==> config.mk <==
export PLATFORM = sky130hd
export DESIGN_NAME = uece_top
export DESIGN_NICKNAME = d
export VERILOG_FILES = /design/src/uece_pkg.sv /design/src/uece_top.sv
export SDC_FILE = /design/constraint.sdc
export NUM_CORES = 2
export LEC_CHECK = 0
export BUFFER_PORTS_ARGS = -buffer_cell sky130_fd_sc_hd__buf_2
export CORE_MARGIN = 2
export CORE_UTILIZATION = 35
export CTS_CLUSTER_DIAMETER = 30
export CTS_CLUSTER_SIZE = 12
export DETAILED_ROUTE_END_ITERATION = 7
export HOLD_SLACK_MARGIN = 0.12
export PLACE_DENSITY = 0.6
export SLEW_MARGIN = 5
export SYNTH_ARGS = -nofsm -noshare
export SYNTH_HDL_FRONTEND = slang
export SYNTH_SLANG_ARGS = --single-unit
export TNS_END_PERCENT = 100
==> constraint.sdc <==
create_clock -name CORE_CLK -period 5.2 [get_ports CORE_CLK]
set_input_delay 0.26 -clock CORE_CLK [delete_from_list [all_inputs] [get_ports CORE_CLK]]
set_output_delay 0.26 -clock CORE_CLK [all_outputs]
set_load 0.1 [all_outputs]
==> src/uece_pkg.sv <==
// Package for the endpoint zero control engine: register map, field
// positions, link encodings and the engine's state record.
// Assumes one clock domain and a 32-bit AXI4-Lite register bus.
package uece_pkg;

   // Register byte addresses
   localparam logic [7:0] A_INDEX = 8'h00;
   localparam logic [7:0] A_CSR = 8'h04;
   localparam logic [7:0] A_COUNT = 8'h08;
   localparam logic [7:0] A_FIFO = 8'h0C;
   localparam logic [7:0] INDEX_EP0 = 8'h00;
   localparam logic [7:0] INDEX_RST = 8'h00;

   // Control/status field positions
   localparam int F_OUT_RDY = 0;
   localparam int F_IN_RDY = 1;
   localparam int F_SENT_STALL = 2;
   localparam int F_DATA_END = 3;
   localparam int F_SETUP_END = 4;
   localparam int F_SEND_STALL = 5;
   localparam int F_SERV_OUT = 6;
   localparam int F_SERV_SETUP = 7;

   // Packet sizes
   localparam int MAX_PKT = 64;
   localparam logic [6:0] MAX_PKT_C = 7'h40;
   localparam logic [6:0] SETUP_LEN_C = 7'h08;

   // Token and handshake codes on the link side
   localparam logic [1:0] TOK_SETUP = 2'h0;
   localparam logic [1:0] TOK_IN = 2'h1;
   localparam logic [1:0] TOK_OUT = 2'h2;
   localparam logic [1:0] HS_ACK = 2'h0;
   localparam logic [1:0] HS_NAK = 2'h1;
   localparam logic [1:0] HS_STALL = 2'h2;

   // AXI responses
   localparam logic [1:0] AXI_OKAY = 2'h0;
   localparam logic [1:0] AXI_SLVERR = 2'h2;

   typedef enum logic [1:0] {ST_IDLE, ST_RX, ST_TX, ST_ACKW} uece_state_t;
   typedef enum logic [1:0] {RR_ACCEPT, RR_NAK, RR_STALL} uece_rxresp_t;

   typedef struct packed {
      logic valid;
      logic [1:0] code;
   } uece_hs_t;

   typedef struct packed {
      logic valid;
      logic [7:0] data;
      logic last;
      logic zlp;
   } uece_tx_t;

   typedef struct packed {
      uece_state_t state;
      uece_rxresp_t rx_resp;
      logic rx_setup;
      logic too_long;
      logic [MAX_PKT-1:0][7:0] mem;
      logic [5:0] wptr;
      logic [5:0] rptr;
      logic [6:0] count;
      logic [6:0] tx_len;
      logic [7:0] index;
      logic out_ready;
      logic in_ready;
      logic sent_stall;
      logic send_stall;
      logic setup_end;
      logic data_end;
      logic tx_mode;
      logic rx_mode;
      logic status_out;
      logic status_in;
      logic aw_held;
      logic w_held;
      logic [7:0] awaddr;
      logic [31:0] wdata;
      logic wstrb0;
      logic awready;
      logic wready;
      logic bvalid;
      logic [1:0] bresp;
      logic arready;
      logic rvalid;
      logic [1:0] rresp;
      logic [31:0] rdata;
      uece_hs_t hs;
      uece_tx_t tx;
      logic ep0_int;
   } uece_regs_t;

endpackage

==> src/uece_top.sv <==
// Endpoint zero control engine: token handling, handshakes, stall and
// setup-end detection, endpoint zero FIFO and its AXI4-Lite registers.
// Assumes a packet layer that decodes tokens, delivers checked data
// bytes and serialises the handshakes and data that this block emits.
//
// Summary of operation
// - Engine answers packets itself; interrupts only after a whole good packet, a stall sent or a setup-end.
// - Transmit interrupt only after packet sent and host handshake received.
// - Corrupted or erroneous packets never raise an interrupt.
// - Good OUT or SETUP data stored sets out-packet-ready and interrupts.
// - IN packet sent and acknowledged clears in-packet-ready and interrupts.
// - Completion of the status stage interrupts.
// - Transfer ending before data-end sets setup-end and interrupts.
// - Readable count of received bytes held in the FIFO.
// - Every stall sent sets sent-stall and interrupts.
// - Automatic stall on late OUT/IN, oversize packet, non-empty status data.
// - Firmware send-stall request makes the engine stall.
// - Only eight-byte SETUP data is accepted; others up to 64 bytes are dropped.
// - IN token with no packet ready gets NAK, and no interrupt outside receive mode.
// - First IN enters transmit mode; SETUP or OUT there sets setup-end.
// - Transmit mode ends on SETUP/OUT token or on a short packet sent.
// - First OUT enters receive mode; SETUP or IN there sets setup-end.
// - Receive mode ends on SETUP/IN token or a short received packet.
// - OUT after data-end in a control write is stalled and interrupts.
//
// Local design decisions: the placing of the registers and the AXI4-Lite interface to the registers.
`timescale 1ns/1ns
module uece_top
   import uece_pkg::*;
(
   input wire logic CORE_CLK,
   input wire logic NRST,
   input wire logic CE,
   input wire logic AWVALID,
   output logic AWREADY,
   input wire logic [7:0] AWADDR,
   input wire logic WVALID,
   output logic WREADY,
   input wire logic [31:0] WDATA,
   input wire logic [3:0] WSTRB,
   output logic BVALID,
   input wire logic BREADY,
   output logic [1:0] BRESP,
   input wire logic ARVALID,
   output logic ARREADY,
   input wire logic [7:0] ARADDR,
   output logic RVALID,
   input wire logic RREADY,
   output logic [31:0] RDATA,
   output logic [1:0] RRESP,
   input wire logic TOK_VALID,
   input wire logic [1:0] TOK_PID,
   input wire logic RX_VALID,
   input wire logic [7:0] RX_DATA,
   input wire logic RX_END,
   input wire logic RX_ERR,
   output logic TX_VALID,
   output logic [7:0] TX_DATA,
   output logic TX_LAST,
   output logic TX_ZLP,
   input wire logic TX_READY,
   input wire logic HOST_ACK,
   output logic HS_VALID,
   output logic [1:0] HS_CODE,
   output logic EP0_INT
);

   uece_regs_t s;
   uece_regs_t n;
   logic wr_go;
   logic rd_go;
   logic ep0_sel;
   logic idle;
   logic conflict;
   logic ev;
   logic [7:0] csr_byte;

   assign AWREADY = s.awready;
   assign WREADY = s.wready;
   assign BVALID = s.bvalid;
   assign BRESP = s.bresp;
   assign ARREADY = s.arready;
   assign RVALID = s.rvalid;
   assign RDATA = s.rdata;
   assign RRESP = s.rresp;
   assign TX_VALID = s.tx.valid;
   assign TX_DATA = s.tx.data;
   assign TX_LAST = s.tx.last;
   assign TX_ZLP = s.tx.zlp;
   assign HS_VALID = s.hs.valid;
   assign HS_CODE = s.hs.code;
   assign EP0_INT = s.ep0_int;

   always_comb begin
      n = s;
      ev = 1'b0;
      n.hs.valid = 1'b0;
      wr_go = s.aw_held && s.w_held && !s.bvalid;
      rd_go = ARVALID && s.arready;
      ep0_sel = (s.index == INDEX_EP0);
      // Firmware FIFO access only while the link leaves the FIFO alone
      idle = (s.state == ST_IDLE);
      conflict = 1'b0;
      csr_byte = {2'b00, s.send_stall, s.setup_end, s.data_end,
                  s.sent_stall, s.in_ready, s.out_ready};

      // Bus write side
      if (AWVALID && s.awready) begin
         n.aw_held = 1'b1;
         n.awaddr = AWADDR;
      end
      if (WVALID && s.wready) begin
         n.w_held = 1'b1;
         n.wdata = WDATA;
         n.wstrb0 = WSTRB[0];
      end
      if (s.bvalid && BREADY) begin
         n.bvalid = 1'b0;
         n.aw_held = 1'b0;
         n.w_held = 1'b0;
      end
      if (wr_go) begin
         n.bvalid = 1'b1;
         n.bresp = AXI_OKAY;
         case (s.awaddr)
            A_INDEX: begin
               if (s.wstrb0) begin
                  n.index = s.wdata[7:0];
               end
            end
            A_CSR: begin
               if (s.wstrb0 && ep0_sel) begin
                  if (s.wdata[F_SERV_SETUP]) begin
                     n.setup_end = 1'b0;
                  end
                  if (s.wdata[F_SERV_OUT]) begin
                     n.out_ready = 1'b0;
                  end
                  n.send_stall = s.wdata[F_SEND_STALL];
                  if (s.wdata[F_DATA_END]) begin
                     n.data_end = 1'b1;
                  end
                  if (!s.wdata[F_SENT_STALL]) begin
                     n.sent_stall = 1'b0;
                  end
                  if (s.wdata[F_IN_RDY]) begin
                     n.in_ready = 1'b1;
                  end
               end
            end
            A_COUNT: begin
            end
            A_FIFO: begin
               if (s.wstrb0 && ep0_sel && idle && s.count != MAX_PKT_C) begin
                  n.mem[s.wptr] = s.wdata[7:0];
                  n.wptr = s.wptr + 6'h01;
                  n.count = s.count + 7'h01;
               end
            end
            default: begin
               n.bresp = AXI_SLVERR;
            end
         endcase
      end

      // Bus read side
      if (s.rvalid && RREADY) begin
         n.rvalid = 1'b0;
      end
      if (rd_go) begin
         n.rvalid = 1'b1;
         n.rresp = AXI_OKAY;
         n.rdata = 32'h00000000;
         case (ARADDR)
            A_INDEX: begin
               n.rdata = {24'h000000, s.index};
            end
            A_CSR: begin
               if (ep0_sel) begin
                  n.rdata = {24'h000000, csr_byte};
               end
            end
            A_COUNT: begin
               if (ep0_sel) begin
                  n.rdata = {25'h0000000, s.count};
               end
            end
            A_FIFO: begin
               if (ep0_sel && idle && s.count != 7'h00) begin
                  n.rdata = {24'h000000, s.mem[s.rptr]};
                  n.rptr = s.rptr + 6'h01;
                  n.count = s.count - 7'h01;
               end
            end
            default: begin
               n.rresp = AXI_SLVERR;
            end
         endcase
      end

      // Link side runs after the bus so hardware sets win over clears
      case (s.state)
         ST_IDLE: begin
            if (TOK_VALID) begin
               conflict = (TOK_PID == TOK_SETUP && (s.tx_mode || s.rx_mode))
                  || (TOK_PID == TOK_OUT && s.tx_mode)
                  || (TOK_PID == TOK_IN && s.rx_mode);
               if (conflict && !n.data_end) begin
                  n.setup_end = 1'b1;
                  ev = 1'b1;
               end
               if (TOK_PID != TOK_IN) begin
                  n.tx_mode = 1'b0;
               end
               if (TOK_PID != TOK_OUT) begin
                  n.rx_mode = 1'b0;
               end
               case (TOK_PID)
                  TOK_SETUP: begin
                     // A new setup discards whatever the FIFO held
                     n.state = ST_RX;
                     n.rx_resp = RR_ACCEPT;
                     n.rx_setup = 1'b1;
                     n.too_long = 1'b0;
                     n.wptr = 6'h00;
                     n.rptr = 6'h00;
                     n.count = 7'h00;
                     n.out_ready = 1'b0;
                     n.in_ready = 1'b0;
                     n.data_end = 1'b0;
                     n.status_out = 1'b0;
                     n.status_in = 1'b0;
                  end
                  TOK_OUT: begin
                     n.state = ST_RX;
                     n.rx_setup = 1'b0;
                     n.too_long = 1'b0;
                     if (s.send_stall) begin
                        n.rx_resp = RR_STALL;
                     end else if (s.status_out) begin
                        n.rx_resp = RR_ACCEPT;
                     end else if (n.data_end) begin
                        n.rx_resp = RR_STALL;
                     end else if (n.out_ready) begin
                        n.rx_resp = RR_NAK;
                     end else begin
                        n.rx_resp = RR_ACCEPT;
                        n.rx_mode = 1'b1;
                     end
                     if (n.rx_resp == RR_ACCEPT) begin
                        n.wptr = 6'h00;
                        n.rptr = 6'h00;
                        n.count = 7'h00;
                     end
                  end
                  TOK_IN: begin
                     if (s.send_stall || (s.tx_mode && n.data_end
                         && !n.in_ready)) begin
                        n.hs.valid = 1'b1;
                        n.hs.code = HS_STALL;
                        n.sent_stall = 1'b1;
                        ev = 1'b1;
                     end else if (n.in_ready) begin
                        n.state = ST_TX;
                        n.tx_mode = 1'b1;
                        n.status_in = 1'b0;
                        n.tx_len = n.count;
                        n.tx.valid = 1'b1;
                        n.tx.zlp = (n.count == 7'h00);
                        n.tx.last = (n.count <= 7'h01);
                        n.tx.data = n.mem[n.rptr];
                     end else if (n.data_end) begin
                        // Status stage of a write: empty packet
                        n.state = ST_TX;
                        n.status_in = 1'b1;
                        n.tx_len = 7'h00;
                        n.tx.valid = 1'b1;
                        n.tx.zlp = 1'b1;
                        n.tx.last = 1'b1;
                        n.tx.data = 8'h00;
                     end else begin
                        n.hs.valid = 1'b1;
                        n.hs.code = HS_NAK;
                     end
                  end
                  default: begin
                  end
               endcase
            end
         end
         ST_RX: begin
            if (RX_VALID && s.rx_resp == RR_ACCEPT) begin
               if (s.count == MAX_PKT_C) begin
                  n.too_long = 1'b1;
               end else begin
                  n.mem[s.wptr] = RX_DATA;
                  n.wptr = s.wptr + 6'h01;
                  n.count = s.count + 7'h01;
               end
            end
            if (RX_END) begin
               n.state = ST_IDLE;
               if (RX_ERR) begin
                  // Silent drop: host retries, firmware never sees it
                  if (s.rx_resp == RR_ACCEPT) begin
                     n.count = 7'h00;
                     n.wptr = 6'h00;
                  end
               end else if (s.rx_resp == RR_NAK) begin
                  n.hs.valid = 1'b1;
                  n.hs.code = HS_NAK;
               end else if (s.rx_resp == RR_STALL || s.too_long
                  || (s.status_out && s.count != 7'h00)) begin
                  n.hs.valid = 1'b1;
                  n.hs.code = HS_STALL;
                  n.sent_stall = 1'b1;
                  n.status_out = 1'b0;
                  n.rx_mode = 1'b0;
                  n.count = 7'h00;
                  n.wptr = 6'h00;
                  ev = 1'b1;
               end else if (s.rx_setup && s.count != SETUP_LEN_C) begin
                  n.count = 7'h00;
                  n.wptr = 6'h00;
               end else if (s.status_out) begin
                  n.hs.valid = 1'b1;
                  n.hs.code = HS_ACK;
                  n.status_out = 1'b0;
                  ev = 1'b1;
               end else begin
                  n.hs.valid = 1'b1;
                  n.hs.code = HS_ACK;
                  n.out_ready = 1'b1;
                  ev = 1'b1;
                  if (s.count != MAX_PKT_C) begin
                     n.rx_mode = 1'b0;
                  end
               end
            end
         end
         ST_TX: begin
            if (s.tx.valid && TX_READY) begin
               if (!s.tx.zlp) begin
                  n.rptr = s.rptr + 6'h01;
                  n.count = s.count - 7'h01;
               end
               if (s.tx.last) begin
                  n.tx.valid = 1'b0;
                  n.state = ST_ACKW;
               end else begin
                  n.tx.data = s.mem[n.rptr];
                  n.tx.last = (n.count == 7'h01);
               end
            end
         end
         ST_ACKW: begin
            if (HOST_ACK) begin
               n.state = ST_IDLE;
               ev = 1'b1;
               if (s.status_in) begin
                  n.status_in = 1'b0;
                  n.data_end = 1'b0;
               end else begin
                  n.in_ready = 1'b0;
                  if (s.tx_len != MAX_PKT_C) begin
                     n.tx_mode = 1'b0;
                  end
                  if (n.data_end) begin
                     n.data_end = 1'b0;
                     n.tx_mode = 1'b0;
                     n.status_out = 1'b1;
                  end
               end
            end else if (TOK_VALID) begin
               // Handshake lost: restore the packet so a retry resends it
               n.state = ST_IDLE;
               n.rptr = s.rptr - s.tx_len[5:0];
               n.count = s.tx_len;
            end
         end
         default: begin
            n.state = ST_IDLE;
         end
      endcase

      n.ep0_int = ev;
      n.awready = !n.aw_held;
      n.wready = !n.w_held;
      n.arready = !n.rvalid;
   end

   always_ff @(posedge CORE_CLK) begin
      if (!NRST) begin
         s <= '0;
      end else if (CE) begin
         s <= n;
      end
   end

endmodule

==> summary.txt <==
STA
  – Crit share post-route: 100%
  – Clk_skew: 0.0439 ns
  – RSZ-0062 raised after global routing: no
  – Slew margin rel.: 12.1%
  – Tightest Pin Transition: 1.30 ns
  – Final hold vios: 0
  – Final setup fails: 1
  – Slew Viols, Final: 0
  – Tmin final: 5.21 ns
  – Total negative slack: -0.0146 ns
  – Max Freq: 0.192 GHz
  – Final worst slack: -0.0146 ns

Floorplanning
  – FP Rows: 134
  – Core area: 0.134 mm^2
  – Die Wd: 372 um
  – Die area: 0.138 mm^2
  – Io pins: 132
  – Initial core utilization: between 30% and 40%
  – Die Ht: 372 um

Global routing
  – Vias in the first global route: 55.7k
  – Global route total overflow: 0
  – Initial antenna violation count: 27
  – First-pass GRT wire length: between 400,000 and 500,000 um
  – Overall Global Routing Usage: 47.1%
  – Largest net degree at the start of global routing: about 180

Yosys
  – #FFs+latches synth: between 600 and 700
  – Top-count cell post-synth: o21ai_0
  – Asr flop ratio synth: 0%
  – Post-synth top area cell: dfxtp_1
  – Post-synth EDFFs: 0
  – Area share of the largest cell type after synthesis: 25.8%
  – Top cells by count, synth: 861 x o21ai_0, 688 x a21oi_1, 652 x nand2_1
  – Post-synthesis sequential area ratio: 25.8%
  – Cell count after synthesis: between 6k and 7k
  – Top_reg_cell synth: dfxtp_1
  – Syn avg cell area: approximately 7.4 um^2
  – Mux cell area share after synthesis: a little over a tenth
  – Yosys warns: 0
  – Largest family of logic cells by synthesized area: compound AO/OA/AOI/OAI gates
  – Post-synthesis simple-gate area fraction: 22.8%
  – Cell variety after synth: 107
  – Top cells by area, synth: dfxtp_1 26%, o21ai_0 9.1%, mux4_2 8.4%, a21oi_1 7.3%, nand2_1 5.2%
  – Post-synthesis xor/xnor area fraction: 0.792%
  – Compound-Gate Fraction of Synth Area: 32.8%
  – Synth Area in Adders: 0.412%
  – Mapped Area: 0.0474 mm^2

Routing
  – Post-DRT Antenna Nets: 0
  – Final WL: 337,000 um
  – Via Count: 61.8k
  – Avg Vias per Cell: between 7 and 8
  – DR iter-0 viols: 11.0k
  – DR WL/cell: about 40 um
  – Drt first pass iters: 8
  – DRC errors left: 2

Pwr
  – Final Power: just under 20 mW
  – Cell Pwr Density: 327 mW/mm^2
  – Pleak: 20.7 nW
  – VDD IR max: just over 0.0003 V

Clock network
  – Num CTS Buffers: 177
  – Clock buffer depth: 3
  – Worst-path clk slew: about 0.050 ns
  – Clock Sinks: 611
  – CTS Root Cell: clkbuf_16
  – CTS tree: done
  – Setup bufs post-CTS: 0
  – H-tree depth: 4
  – Skew-Pair Late Insertion Delay: 0.83 ns

Cells and area
  – Design Area, Final: 0.0591 mm^2
  – Layout Area Growth over Synthesis: 24.7%
  – Finished Layout Cells: 8,617
  – Nets@finish: 6,770
  – Multi-input gate area: 0.0323 mm^2
  – Share of layout cells above drive strength 1: 18.0%
  – Fillers: 13.5k
  – Register Area: 0.0123 mm^2

Run
  – Max cap viols: 0

Placement
  – Placed cell area: 0.0520 mm^2
  – RePlAce Congestion: 1.07
  – Buffers on Ports: just under 80
  – Post-DP HPWL: 237,000 um
  – Placed instance count: 8,212

Setup path
  – CP arrival: 5.90 ns
  – Setup crit end kind: flip-flop
  – CP startpoint kind: flip-flop
  – Setup CP Type: reg -> reg
  – CP max FO: 8
  – Reg2reg start: s[659]
  – Register-to-Register Path Depth: 16
  – CP startpoint: s[659]
  – WP data required: slightly below 6 ns

Hold path
  – Hold path start: RX_DATA[6]
  – Worst Hold Depth: 3
  – Hold/Removal Path Class: in -> reg

Outcome
  – Failing checks: DRC, setup timing
  – Status: complete, but fails checks
layout make-up:
type	count	area share [%]
clock inverter	97	2.57
clock buffer	232	8.27
antenna	20	0.0847
timing repair buffer	691	9.39
sequential	611	20.8
multi-input combinational	5138	54.8
tap	1768	3.75
inverter	60	0.386
layout by cell type (no fill, tap or decap), types with 177 or more instances in the layout:
cell type,n
a21oi_1,687
buf_4,528
clkbuf_16,177
dfxtp_1,599
mux4_2,177
nand2_1,652
nand3_1,324
nor2_1,413
o21ai_0,861
o22ai_1,243
o31ai_1,229
or3_1,336
kinds of logic (layout without fill, tap and decap cells):
group | Yosys count | count (layout)
and+or+nand+nor | 2197 | 2197
AOI/OAI and AO/OA | 2568 | 2568
muxes | 293 | 293
adders and majority gates | 15 | 15
other | 1 | 46
DFF | 611 | 611
buffers and inverters | 716 | 1080
xor gates and xnor gates | 39 | 39
flip-flops by register name, summed over array words and instances, names as in the netlist:
register,count
WREADY,1
HS_VALID,1
TX_DATA,8
TX_LAST,1
TX_VALID,1
EP0_INT,1
HS_CODE,2
RVALID,1
AWREADY,1
csr_byte,6
BVALID,1
BRESP,1
RDATA,8
ARREADY,1
TX_ZLP,1
s,575
RRESP,1
report_power, final:
| group | switching, mW | internal (mW) |
|---|---|---|
| Sequential | 0.0703 | 4.73 |
| Combinational | 2.08 | 0.721 |
| Clock | 3.62 | 8.07 |
worst max-delay path, cell delays in order (launching register included):
cell and delay (ns):
dfxtp_1 0.33, inv_1 0.13, ha_1 0.34, nand4_1 0.30
a21oi_2 0.28, buf_4 0.21, nand3_1 0.26, xnor2_2 0.22
nand2_1 0.58, buf_4 0.42, nor3_1 0.09, or4_1 0.50
a21oi_1 0.44, o31ai_1 0.14, o31ai_1 0.53, buf_4 0.22
a31oi_1 0.06
routing by layer:
metal / track usage [%] / up-vias / share of wire [%]
met3: 17.3 / 1160 / 15
met1: 62.6 / 30130 / 39
met2: 64.6 / 5329 / 39
met4: 27.3 / 28 / 6.9
met5: 0 / - / 0.059
li1: - / 25112 / -
stage by stage:
step | utilization (%) | setup slack, ns | hold WS, ns
6_report | 44.1 | -0.0146 | 0.183
5_1_grt | 44.1 | 0.0483 | 0.171
4_1_cts | 44.0 | 0.155 | 0.132
3_5_place_dp | 38.8 | -0.0214 | 0.472
3_3_place_gp | 38.8 | -0.0163 | 0.464
2_1_floorplan | - | 1.25 | 0.396
timing repair:
item	4_1_cts	5_1_grt
pin swaps	0	0
setup endpoints to repair	1	6
endpoints found under the hold margin	172	0
resized for setup	1	6
cloned	0	0
hold buffers	56	0
worst paths after layout:
check / endpoint / slack (ns)
worst max-delay path: TX_DATA[1] / -0.01
worst min-delay path: s[549] / 0.18
worst max register to register: TX_DATA[1] / -0.01
worst min register to register: EP0_INT / 0.49
Note: power is estimated with default switching activity, not from simulation.
